File: config.mk
export PLATFORM = sky130hd
export DESIGN_NAME = rdc_top
export DESIGN_NICKNAME = d
export VERILOG_FILES = /design/src/rdc_pkg.sv /design/src/rdc_top.sv /design/src/rdc_delay_timer.sv /design/src/rdc_power_ctrl.sv
export VERILOG_INCLUDE_DIRS = /design/src
export SDC_FILE = /design/constraint.sdc
export NUM_CORES = 1
export LEC_CHECK = 0
export BUFFER_PORTS_ARGS = -buffer_cell sky130_fd_sc_hd__buf_2
export CAP_MARGIN = 20
export CORE_MARGIN = 2
export CORE_UTILIZATION = 60
export DETAILED_ROUTE_END_ITERATION = 10
export PLACE_DENSITY = 0.86
export SYNTH_ARGS = -nofsm -noshare
export SYNTH_HDL_FRONTEND = slang
export SYNTH_HIERARCHICAL = 1
export SYNTH_SLANG_ARGS = --single-unit
File: constraint.sdc
create_clock -name sys_clk_in -period 8.2 [get_ports sys_clk_in]
set_input_delay 0.41 -clock sys_clk_in [delete_from_list [all_inputs] [get_ports sys_clk_in]]
set_output_delay 0.41 -clock sys_clk_in [all_outputs]
set_load 0.05 [all_outputs]
File: src/rdc_regs.svh
// Constants for the receiver detect control block
`ifndef RDC_REGS_SVH
`define RDC_REGS_SVH

// ----------------------------------------------------------------
// Power state codes
// ----------------------------------------------------------------
`define RDC_PWR_P0          2'h0
`define RDC_PWR_P0S         2'h1
`define RDC_PWR_P1          2'h2
`define RDC_PWR_P2          2'h3
`define RDC_PWR_RESET       2'h2

// ----------------------------------------------------------------
// Detection result codes
// ----------------------------------------------------------------
`define RDC_CODE_ABSENT     3'h0
`define RDC_CODE_PRESENT    3'h3

// ----------------------------------------------------------------
// Register byte addresses and fields
// ----------------------------------------------------------------
`define RDC_ADDR_W          8
`define RDC_REG_CTRL        8'h00
`define RDC_REG_PROBE_CFG   8'h04
`define RDC_REG_STATUS      8'h08
`define RDC_REG_INT_STATUS  8'h0C
`define RDC_REG_INT_MASK    8'h10
`define RDC_CTRL_ENABLE     0
`define RDC_CTRL_RESET      1'h1
`define RDC_INT_W           4
`define RDC_INT_PROBE_DONE  0
`define RDC_INT_POWER_DONE  1
`define RDC_INT_BAD_REQ     2
`define RDC_INT_MISMATCH    3
`define RDC_INT_MASK_RESET  4'h0

// ----------------------------------------------------------------
// Timing: clock rate and phase times, cycles derived
// ----------------------------------------------------------------
`define RDC_CLK_MHZ         40
`define RDC_CNT_W           16
`define RDC_CHARGE_NS       1000
`define RDC_SETTLE_NS       10000
`define RDC_PWR_TRANS_NS    500
`define RDC_CHARGE_CYC      ((`RDC_CHARGE_NS * `RDC_CLK_MHZ + 999) / 1000)
`define RDC_SETTLE_CYC      ((`RDC_SETTLE_NS * `RDC_CLK_MHZ + 999) / 1000)
`define RDC_PWR_TRANS_CYC   ((`RDC_PWR_TRANS_NS * `RDC_CLK_MHZ + 999) / 1000)

`endif

File: src/rdc_pkg.sv
// Types shared by the receiver detect control block
package rdc_pkg;

    typedef logic [1:0] rdc_pwr_code_t;
    typedef logic [2:0] rdc_status_code_t;

    typedef enum logic [2:0] {
        PRB_IDLE,
        PRB_CHARGE,
        PRB_SETTLE,
        PRB_REPORT,
        PRB_WAIT_DROP
    } rdc_probe_state_t;

endpackage : rdc_pkg

File: src/rdc_top.sv
// Receiver presence probe control with register port and interrupt
`timescale 1ns/1ps
`include "rdc_regs.svh"
module rdc_top
    import rdc_pkg::*;
#(
    parameter int CHARGE_CYC = `RDC_CHARGE_CYC,
    parameter int SETTLE_CYC = `RDC_SETTLE_CYC,
    parameter int TRANS_CYC  = `RDC_PWR_TRANS_CYC
) (
    input  wire logic                   sys_clk_in,
    input  wire logic                   arst_n_in,

    // Controller handshake
    input  wire logic                   rx_presence_probe_request_in,
    input  wire rdc_pwr_code_t          tx_power_state_in,
    input  wire rdc_pwr_code_t          rx_power_state_in,
    input  wire logic                   rate_select_in,
    output logic                        phy_completion_pulse_out,
    output rdc_status_code_t            rx_status_code_out,

    // Analog probe front end
    input  wire logic                   probe_level_low_in,
    output logic                        probe_drive_common_out,

    // Register port
    input  wire logic [`RDC_ADDR_W-1:0] reg_addr_in,
    input  wire logic [31:0]            reg_wdata_in,
    input  wire logic                   reg_wr_in,
    input  wire logic                   reg_rd_in,
    output logic [31:0]                 reg_rdata_out,
    output logic                        irq_out
);

    localparam int CW = `RDC_CNT_W;
    localparam int IW = `RDC_INT_W;

    // ------------------------------------------------------------
    // Power state tracking
    // ------------------------------------------------------------
    rdc_pwr_code_t pwr_state;
    logic          pwr_busy;
    logic          pwr_done;
    logic          pwr_mismatch;

    rdc_power_ctrl #(
        .TRANS_CYC         (TRANS_CYC)
    ) u_power (
        .sys_clk_in        (sys_clk_in),
        .arst_n_in         (arst_n_in),
        .tx_power_state_in (tx_power_state_in),
        .rx_power_state_in (rx_power_state_in),
        .rate_select_in    (rate_select_in),
        .cur_state_out     (pwr_state),
        .busy_out          (pwr_busy),
        .done_out          (pwr_done),
        .mismatch_out      (pwr_mismatch)
    );

    // ------------------------------------------------------------
    // Register file state
    // ------------------------------------------------------------
    logic          enable_q;
    logic          enable_d;

    logic [CW-1:0] settle_q;
    logic [CW-1:0] settle_d;

    logic [IW-1:0] int_q;
    logic [IW-1:0] int_d;

    logic [IW-1:0] mask_q;
    logic [IW-1:0] mask_d;

    logic [31:0]   rdata_q;
    logic [31:0]   rdata_d;

    logic          irq_q;
    logic          irq_d;

    logic          mis_prev_q;
    logic          mis_prev_d;

    // ------------------------------------------------------------
    // Probe sequencer state
    // ------------------------------------------------------------
    rdc_probe_state_t st_q;
    rdc_probe_state_t st_d;

    rdc_status_code_t code_q;
    rdc_status_code_t code_d;

    rdc_status_code_t last_q;
    rdc_status_code_t last_d;

    logic             cpl_q;
    logic             cpl_d;

    logic             drive_q;
    logic             drive_d;

    logic             tmr_start;
    logic [CW-1:0]    tmr_load;
    logic             tmr_abort;
    logic             tmr_busy;
    logic             tmr_expire;

    logic             probe_ok;
    logic             bad_req;

    rdc_delay_timer #(
        .W          (CW)
    ) u_timer (
        .sys_clk_in (sys_clk_in),
        .arst_n_in  (arst_n_in),
        .start_in   (tmr_start),
        .load_in    (tmr_load),
        .abort_in   (tmr_abort),
        .busy_out   (tmr_busy),
        .expire_out (tmr_expire)
    );

    // Probing only from a settled P1 with matching inputs
    assign probe_ok = enable_q && !pwr_busy && !pwr_mismatch &&
                      (pwr_state == `RDC_PWR_P1);

    // ------------------------------------------------------------
    // Probe sequencer
    // ------------------------------------------------------------
    // Charge the line, release, wait, then compare the level
    always_comb begin
        st_d      = st_q;
        code_d    = `RDC_CODE_ABSENT;
        last_d    = last_q;
        cpl_d     = 1'b0;
        drive_d   = 1'b0;
        tmr_start = 1'b0;
        tmr_load  = CW'(CHARGE_CYC);
        tmr_abort = 1'b0;
        bad_req   = 1'b0;
        case (st_q)
            PRB_IDLE: begin
                if (rx_presence_probe_request_in) begin
                    if (probe_ok) begin
                        st_d      = PRB_CHARGE;
                        drive_d   = 1'b1;
                        tmr_start = 1'b1;
                    end else begin
                        // Refused; held until the request drops
                        bad_req = 1'b1;
                        st_d    = PRB_WAIT_DROP;
                    end
                end
            end

            PRB_CHARGE: begin
                drive_d = 1'b1;
                if (pwr_busy) begin
                    tmr_abort = 1'b1;
                    st_d      = PRB_WAIT_DROP;
                end else if (tmr_expire) begin
                    drive_d   = 1'b0;
                    tmr_start = 1'b1;
                    tmr_load  = settle_q;
                    st_d      = PRB_SETTLE;
                end
            end

            PRB_SETTLE: begin
                if (pwr_busy) begin
                    // Power change mid-probe ends it unreported
                    tmr_abort = 1'b1;
                    st_d      = PRB_WAIT_DROP;
                end else if (tmr_expire) begin
                    st_d = PRB_REPORT;
                end
            end

            PRB_REPORT: begin
                // Slow rise means a terminated far receiver
                code_d = probe_level_low_in ? `RDC_CODE_PRESENT
                                            : `RDC_CODE_ABSENT;
                last_d = code_d;
                cpl_d  = 1'b1;
                st_d   = PRB_WAIT_DROP;
            end

            PRB_WAIT_DROP: begin
                // One probe per request; wait for it to fall
                if (!rx_presence_probe_request_in) begin
                    st_d = PRB_IDLE;
                end
            end

            default: begin
                st_d = PRB_IDLE;
            end
        endcase

        // Power and rate completion share the pulse
        if (pwr_done) begin
            cpl_d = 1'b1;
        end
    end

    // Sequencer registers; outputs come straight from flops
    always_ff @(posedge sys_clk_in or negedge arst_n_in) begin
        if (!arst_n_in) begin
            st_q    <= PRB_IDLE;
            code_q  <= `RDC_CODE_ABSENT;
            last_q  <= `RDC_CODE_ABSENT;
            cpl_q   <= 1'b0;
            drive_q <= 1'b0;
        end else begin
            st_q    <= st_d;
            code_q  <= code_d;
            last_q  <= last_d;
            cpl_q   <= cpl_d;
            drive_q <= drive_d;
        end
    end

    // Pulse lasts one cycle, code beside it
    assign phy_completion_pulse_out = cpl_q;
    assign rx_status_code_out       = code_q;
    assign probe_drive_common_out   = drive_q;

    // ------------------------------------------------------------
    // Register port and interrupt
    // ------------------------------------------------------------
    // Writes, read data and sticky events; set beats clear
    always_comb begin
        logic [IW-1:0] ev;
        ev         = '0;
        enable_d   = enable_q;
        settle_d   = settle_q;
        mask_d     = mask_q;
        int_d      = int_q;
        rdata_d    = 32'h0;
        mis_prev_d = pwr_mismatch;

        ev[`RDC_INT_PROBE_DONE] = (st_q == PRB_REPORT);
        ev[`RDC_INT_POWER_DONE] = pwr_done;
        ev[`RDC_INT_BAD_REQ]    = bad_req;
        ev[`RDC_INT_MISMATCH]   = pwr_mismatch && !mis_prev_q;

        // Register writes
        if (reg_wr_in) begin
            case (reg_addr_in)
                `RDC_REG_CTRL:      enable_d = reg_wdata_in[0];
                `RDC_REG_PROBE_CFG: settle_d = reg_wdata_in[CW-1:0];
                `RDC_REG_INT_MASK:  mask_d   = reg_wdata_in[IW-1:0];
                default:            enable_d = enable_q;
            endcase
        end

        // Reads answer next cycle
        if (reg_rd_in) begin
            case (reg_addr_in)
                `RDC_REG_CTRL:      rdata_d = {31'h0, enable_q};
                `RDC_REG_PROBE_CFG: rdata_d = {{(32-CW){1'b0}}, settle_q};
                `RDC_REG_STATUS:    rdata_d = {24'h0, pwr_mismatch,
                                               last_q, st_q != PRB_IDLE,
                                               pwr_busy, pwr_state};
                `RDC_REG_INT_STATUS: begin
                    rdata_d = {{(32-IW){1'b0}}, int_q};
                    int_d   = '0;
                end
                `RDC_REG_INT_MASK:  rdata_d = {{(32-IW){1'b0}}, mask_q};
                default:            rdata_d = 32'h0;
            endcase
        end

        // Events merge last
        int_d = int_d | ev;
        irq_d = |(int_d & mask_d);
    end

    // Register file flops
    always_ff @(posedge sys_clk_in or negedge arst_n_in) begin
        if (!arst_n_in) begin
            enable_q   <= `RDC_CTRL_RESET;
            settle_q   <= CW'(SETTLE_CYC);
            mask_q     <= `RDC_INT_MASK_RESET;
            int_q      <= '0;
            rdata_q    <= 32'h0;
            irq_q      <= 1'b0;
            mis_prev_q <= 1'b0;
        end else begin
            enable_q   <= enable_d;
            settle_q   <= settle_d;
            mask_q     <= mask_d;
            int_q      <= int_d;
            rdata_q    <= rdata_d;
            irq_q      <= irq_d;
            mis_prev_q <= mis_prev_d;
        end
    end

    assign reg_rdata_out = rdata_q;
    assign irq_out       = irq_q;

endmodule : rdc_top

File: src/rdc_delay_timer.sv
// Reloadable down counter giving a one-cycle expiry pulse
`timescale 1ns/1ps
module rdc_delay_timer #(
    parameter int W = 16
) (
    input  wire logic         sys_clk_in,
    input  wire logic         arst_n_in,
    input  wire logic         start_in,
    input  wire logic [W-1:0] load_in,
    input  wire logic         abort_in,
    output logic              busy_out,
    output logic              expire_out
);

    logic [W-1:0] cnt_q;
    logic [W-1:0] cnt_d;
    logic         exp_q;
    logic         exp_d;

    // Next count; a zero load still takes one cycle
    always_comb begin
        cnt_d = cnt_q;
        exp_d = 1'b0;
        if (abort_in) begin
            cnt_d = '0;
        end else if (start_in) begin
            cnt_d = (load_in == '0) ? W'(1) : load_in;
        end else if (cnt_q != '0) begin
            cnt_d = cnt_q - W'(1);
            exp_d = (cnt_q == W'(1));
        end
    end

    // Count registers
    always_ff @(posedge sys_clk_in or negedge arst_n_in) begin
        if (!arst_n_in) begin
            cnt_q <= '0;
            exp_q <= 1'b0;
        end else begin
            cnt_q <= cnt_d;
            exp_q <= exp_d;
        end
    end

    assign busy_out   = (cnt_q != '0);
    assign expire_out = exp_q;

endmodule : rdc_delay_timer

File: src/rdc_power_ctrl.sv
// Power state and rate change tracker with completion pulse
`timescale 1ns/1ps
`include "rdc_regs.svh"
module rdc_power_ctrl
    import rdc_pkg::*;
#(
    parameter int TRANS_CYC = `RDC_PWR_TRANS_CYC
) (
    input  wire logic          sys_clk_in,
    input  wire logic          arst_n_in,
    input  wire rdc_pwr_code_t tx_power_state_in,
    input  wire rdc_pwr_code_t rx_power_state_in,
    input  wire logic          rate_select_in,
    output rdc_pwr_code_t      cur_state_out,
    output logic               busy_out,
    output logic               done_out,
    output logic               mismatch_out
);

    localparam logic [15:0] TRANS_LOAD = 16'(TRANS_CYC);

    rdc_pwr_code_t cur_q;
    rdc_pwr_code_t cur_d;
    logic          rate_q;
    logic          rate_d;
    logic [15:0]   cnt_q;
    logic [15:0]   cnt_d;
    logic          done_q;
    logic          done_d;
    logic          mis_q;
    logic          mis_d;

    // Latch a new state or rate, then time the transition
    always_comb begin
        cur_d  = cur_q;
        rate_d = rate_q;
        cnt_d  = cnt_q;
        done_d = 1'b0;
        mis_d  = (tx_power_state_in != rx_power_state_in);
        if (cnt_q != 16'h0) begin
            cnt_d  = cnt_q - 16'h1;
            done_d = (cnt_q == 16'h1);
        end else if (tx_power_state_in != cur_q ||
                     rate_select_in != rate_q) begin
            // TX code is the master copy of the power state
            cur_d  = tx_power_state_in;
            rate_d = rate_select_in;
            cnt_d  = (TRANS_LOAD == 16'h0) ? 16'h1 : TRANS_LOAD;
        end
    end

    // Tracker registers; lane wakes up assumed in P1
    always_ff @(posedge sys_clk_in or negedge arst_n_in) begin
        if (!arst_n_in) begin
            cur_q  <= `RDC_PWR_RESET;
            rate_q <= 1'b0;
            cnt_q  <= 16'h0;
            done_q <= 1'b0;
            mis_q  <= 1'b0;
        end else begin
            cur_q  <= cur_d;
            rate_q <= rate_d;
            cnt_q  <= cnt_d;
            done_q <= done_d;
            mis_q  <= mis_d;
        end
    end

    assign cur_state_out = cur_q;
    assign busy_out      = (cnt_q != 16'h0);
    assign done_out      = done_q;
    assign mismatch_out  = mis_q;

endmodule : rdc_power_ctrl

Yosys cells after proc, flatten, opt, wreduce, memory -nomap -nowiden --
Index checks and enable logic that the tools add are counted.
Word-level totals: register bits after elaboration 107, latch bits 0, bits in writable memories 0, ROM bits 0, input bits 51, logic and storage cells 108, memories 0
Cells by class: $add $sub $neg 2, $mul 0, divide/modulo/power cells 0, magnitude comparators 0, equality and inequality tests 18, shift operators 0, mux-type cells 44, bitwise logic cells 3, reductions and logical operators 22
Operators by type and width (count):
- 16-bit two-way mux | 10
- 16-bit case mux with 5 select lines | 1
- 16-bit by 1-bit == test with 1-bit output (second input constant) | 2
- 16-bit nonzero test | 2
- 16-bit by 1-bit subtractor with 16-bit output (second input constant) | 2
- 3-bit two-way mux | 7
- 1-bit two-way mux | 17
- 8-bit by 4-bit == test with 1-bit output (second input constant) | 2
- 16-bit logical NOT | 1
- 4-bit two-way mux | 4
- 3-bit case mux with 5 select lines | 1
- 8-bit by 3-bit == test with 1-bit output (second input constant) | 1
- 8-bit by 5-bit == test with 1-bit output (second input constant) | 1
- 8-bit logical NOT | 1
- 3-bit by 2-bit == test with 1-bit output (second input constant) | 2
- 3-bit by 2-bit inequality test with 1-bit output (second input constant) | 2
- 2-bit AND reduction | 3
- 3-bit nonzero test | 2
- 4-bit AND | 1
- 1-bit logical AND | 4
- 2-bit two-way mux | 2
- 2-bit inequality test | 2
- 2-bit inequality test (second input constant) | 2
- 4-bit bitwise OR | 1
- 13 further kinds | 16

Depth between registers and ports, before layout --
depth after elaboration 11, mapped depth 15, depth with buffers taken out 11

Cells and area by module --
Netlist, hierarchy kept.
By module, submodules not included:
- rdc_top | instances 1, cells an instance 219, area each 2499.9 µm²
- rdc_power_ctrl | instances 1, cells an instance 90, area each 1081.0 µm²
- rdc_delay_timer | instances 1, cells an instance 113, area each 1049.8 µm²

Worst setup path after synthesis --
No wires, ideal clock.
path kind flip-flop to flip-flop, start register u_power.cnt_q[0], end register u_timer.cnt_q[0], setup time 0.128 ns, data arrival time 3.154 ns, path slack 4.918 ns, cell stages (with the launch flop) 15, buffers on the path 4, period minus slack after synthesis 3.282 ns, cell sequence dfrtp_1 inv_1 ha_1 nor4b_1 nand4_2 buf_6 clkbuf_1 nor2b_1 and3_1 clkbuf_1 clkbuf_1 o21bai_1 or4_1 nor3_1 mux2_1
On the way: longest elaborated chain between the ends 10, elaborated cells between the ends (all ways) 18
Ends and longest elaborated chain:
- from (decl) | line rdc_power_ctrl.sv:26 | logic [15:0] cnt_q;
- from (signal assigned) | line rdc_power_ctrl.sv:63 | cnt_q <= cnt_d;
- 16-bit nonzero test (*) | line rdc_power_ctrl.sv:70 | assign busy_out = (cnt_q != 16'h0);
- via pwr_busy | line rdc_top.sv:42 | logic pwr_busy;
- 1-bit logical NOT | line rdc_top.sv:124 | assign probe_ok = enable_q && !pwr_busy && !pwr_mismatch &&
- 1-bit logical AND (3 in series) | line rdc_top.sv:124
- 1-bit two-way mux | line rdc_top.sv:144 | if (probe_ok) begin
- 1-bit two-way mux | line rdc_top.sv:143 | if (rx_presence_probe_request_in) begin
- 1-bit case mux with 2 select lines (*) | line rdc_top.sv:141 | case (st_q)
- via tmr_start | line rdc_top.sv:102 | logic tmr_start;
- 16-bit two-way mux | line rdc_delay_timer.sv:26 | end else if (start_in) begin
- 16-bit two-way mux | line rdc_delay_timer.sv:24 | if (abort_in) begin
- to (signal assigned) | line rdc_delay_timer.sv:40 | cnt_q <= cnt_d;
- to (decl) | line rdc_delay_timer.sv:15 | logic [W-1:0] cnt_q;
Mark *: on every way through the listed nets, which the timed path passes. The rest lies on a longest branch. A chain may end at the register's enable or synchronous reset.

Final worst setup path --
Same ends and word-level chain as after synthesis.

==> results.py <==
metrics = {
    "final_layout": {
        "final_common_cell": "dfrtp_1",
        "drive_gt1_share_pct": 24.5,
        "multi_input_area_um2": 2210,
        "fillers": 565,
        "layout.nets": 524,
        "seqCellArea_um2": 2210,
        "antenna_cells": 0,
        "synthToLayoutAreaGrowth_pct": 9.88,
        "final_cell_mix": "dfrtp_1, buf_2, nor2_1",
        "stdcell_area_um2": 5080,
    },
    "detailed_routing": {
        "firstDrtPassIters": 4,
        "ant_nets": 0,
        "drt-vias-per-instance": 5.88,
        "drcViolationCount": 0,
        "post_drt_wl_per_cell_um": 16.4,
        "drt_iter0_markers": 180,
        "vias": 3380,
        "wirelength_um": 9450,
    },
    "power": {
        "p_leak_nw": 2.37,
        "power_w": 0.00127,
        "cellPowerDensity_nw_per_um2": 250,
        "ir_drop_mv": 0.156,
    },
    "job": {
        "drv_cap": 0,
    },
    "sta": {
        "fin_skew_ns": 0.0172,
        "grt_setup_unrepaired": "false",
        "hold_viol_final": 0,
        "setup_viol": 0,
        "slew_viol_final": 0,
        "finalSetupTns_ns": 0,
        "max_slew.worst_pin.slew_ns": 0.860,
        "fmax_mhz": 228,
        "finalCritPeriodShare_pct": 53.4,
        "relSlewSlack_pct": 42.6,
        "period_minus_slack_ns": 4.38,
    },
    "clocking": {
        "clockBufferDepth": 2,
        "cts_tree": "done",
        "htree_levels": 3,
        "cts.sinks": 88,
        "clock_latency_ns": 0.37,
        "postCtsSetupBuffers": 0,
        "postCtsResizedCells": 0,
        "cts_hold_buf": 0,
        "numCtsBuffers": 9,
        "root_buffer": "clkbuf_8",
        "cts.clk_slew.worst_paths_ns": 0.11,
    },
    "logic_synthesis": {
        "syn_inst": 421,
        "syn_area_um2": 4620,
        "yosysWarnings": 6,
        "avgSynthCellArea_um2": 11.0,
    },
    "placement": {
        "port-buffer-count": 55,
        "dpl-instance-area_um2": 4860,
        "gp_congestion": 0.842,
        "post-dp-hpwl_um": 6700,
    },
    "setup_path": {
        "arrival_ns": 4.63,
        "crit_type": "reg -> reg",
        "end_kind": "flop",
        "rr_worst_depth": 11,
        "start_kind": "flop",
        "crit_fanout": 22,
        "crit_required_ns": 8.45,
        "startpoint": "u_power/cnt_q[0]",
        "r2r_start": "u_power/cnt_q[0]",
    },
    "floorplanning": {
        "die_w_um": 91.8,
        "io_pins": 89,
        "rows": 32,
        "start_util_pct": 60.8,
        "dieHeight_um": 91.8,
        "fp.dieArea_um2": 8430,
        "core_um2": 7610,
    },
    "grt": {
        "grt_usage_pct": 23.7,
        "antenna_found_initial": 0,
        "grt_max_degree": 89,
        "grt_pass1_wl_um": 16000,
        "globalRouteOverflowTotal": 0,
        "grt_pass1_vias": 3349,
    },
    "worst_hold_path": {
        "hp-class": "in -> async",
    },
    "outcome": {
        "run_status": "completed",
    },
}
-- metal layers --
layer | global-route usage [%] | up-vias | wire (µm)
li1 | - | 1576 | -
met1 | 32.2 | 1681 | 3970
met2 | 38.8 | 105 | 4880
met3 | 3.86 | 18 | 448
met4 | 8.58 | 0 | 149
met5 | 0 | - | 0
-- cell type report --
cell class	count	share of cell area [%]
clock buffer	9	2.44
multi-input combinational	304	43.6
clock inverter	7	1.48
tap	102	2.51
sequential	88	43.5
timing repair buffer	56	5.86
inverter	9	0.665
-- per-stage QoR --
step,cells,utilization [%],hold WS [ns],worst slack [ns]
2_1_floorplan,437,-,0.114,4.92
4_1_cts,574,66.5,0.259,3.86
3_3_place_gp,558,63.9,0.462,4.13
5_1_grt,575,66.8,0.0595,3.38
6_report,575,66.8,0.0291,3.82
3_5_place_dp,558,63.9,0.478,3.90
-- flip-flops by register name, summed over array words and instances (netlist names), 2 cells and up --
signal                 cells
reg_rdata_out             16
u_timer/cnt_q             16
st_q                       3
settle_q                  16
u_power/cnt_q             16
int_q                      4
mask_q                     4
u_power/cur_state_out      2
-- final timing paths --
| kind | endpoint | slack [ns] |
|---|---|---|
| min | settle_q[10] | 0.03 |
| max in group asynchronous | u_power/cur_state_out[1] | 7.47 |
| min reg2reg | mis_prev_q | 0.49 |
| max reg2reg | u_timer/cnt_q[0] | 3.82 |
| max | u_timer/cnt_q[0] | 3.82 |
| min in group sys_clk_in | settle_q[12] | 0.26 |
-- worst max-delay path, stage by stage, from the launching register on --
cell and delay [ns]:
dfrtp_1 0.43, inv_1 0.09, ha_1 0.22, nor4b_1 0.37, nand4_2 0.50, nor4b_1 0.62
nand2_1 0.14, o21bai_1 0.71, inv_1 0.57, nor2_1 0.20, a221oi_1 0.10, mux2_1 0.31
-- where the power goes --
part           switching (W)  internal, W  total (W)
registers           0.000104     0.000526   0.000630
clock network       0.000178     0.000120   0.000298
logic               0.000181     0.000160   0.000340
Power figures use the tool's default switching activity.
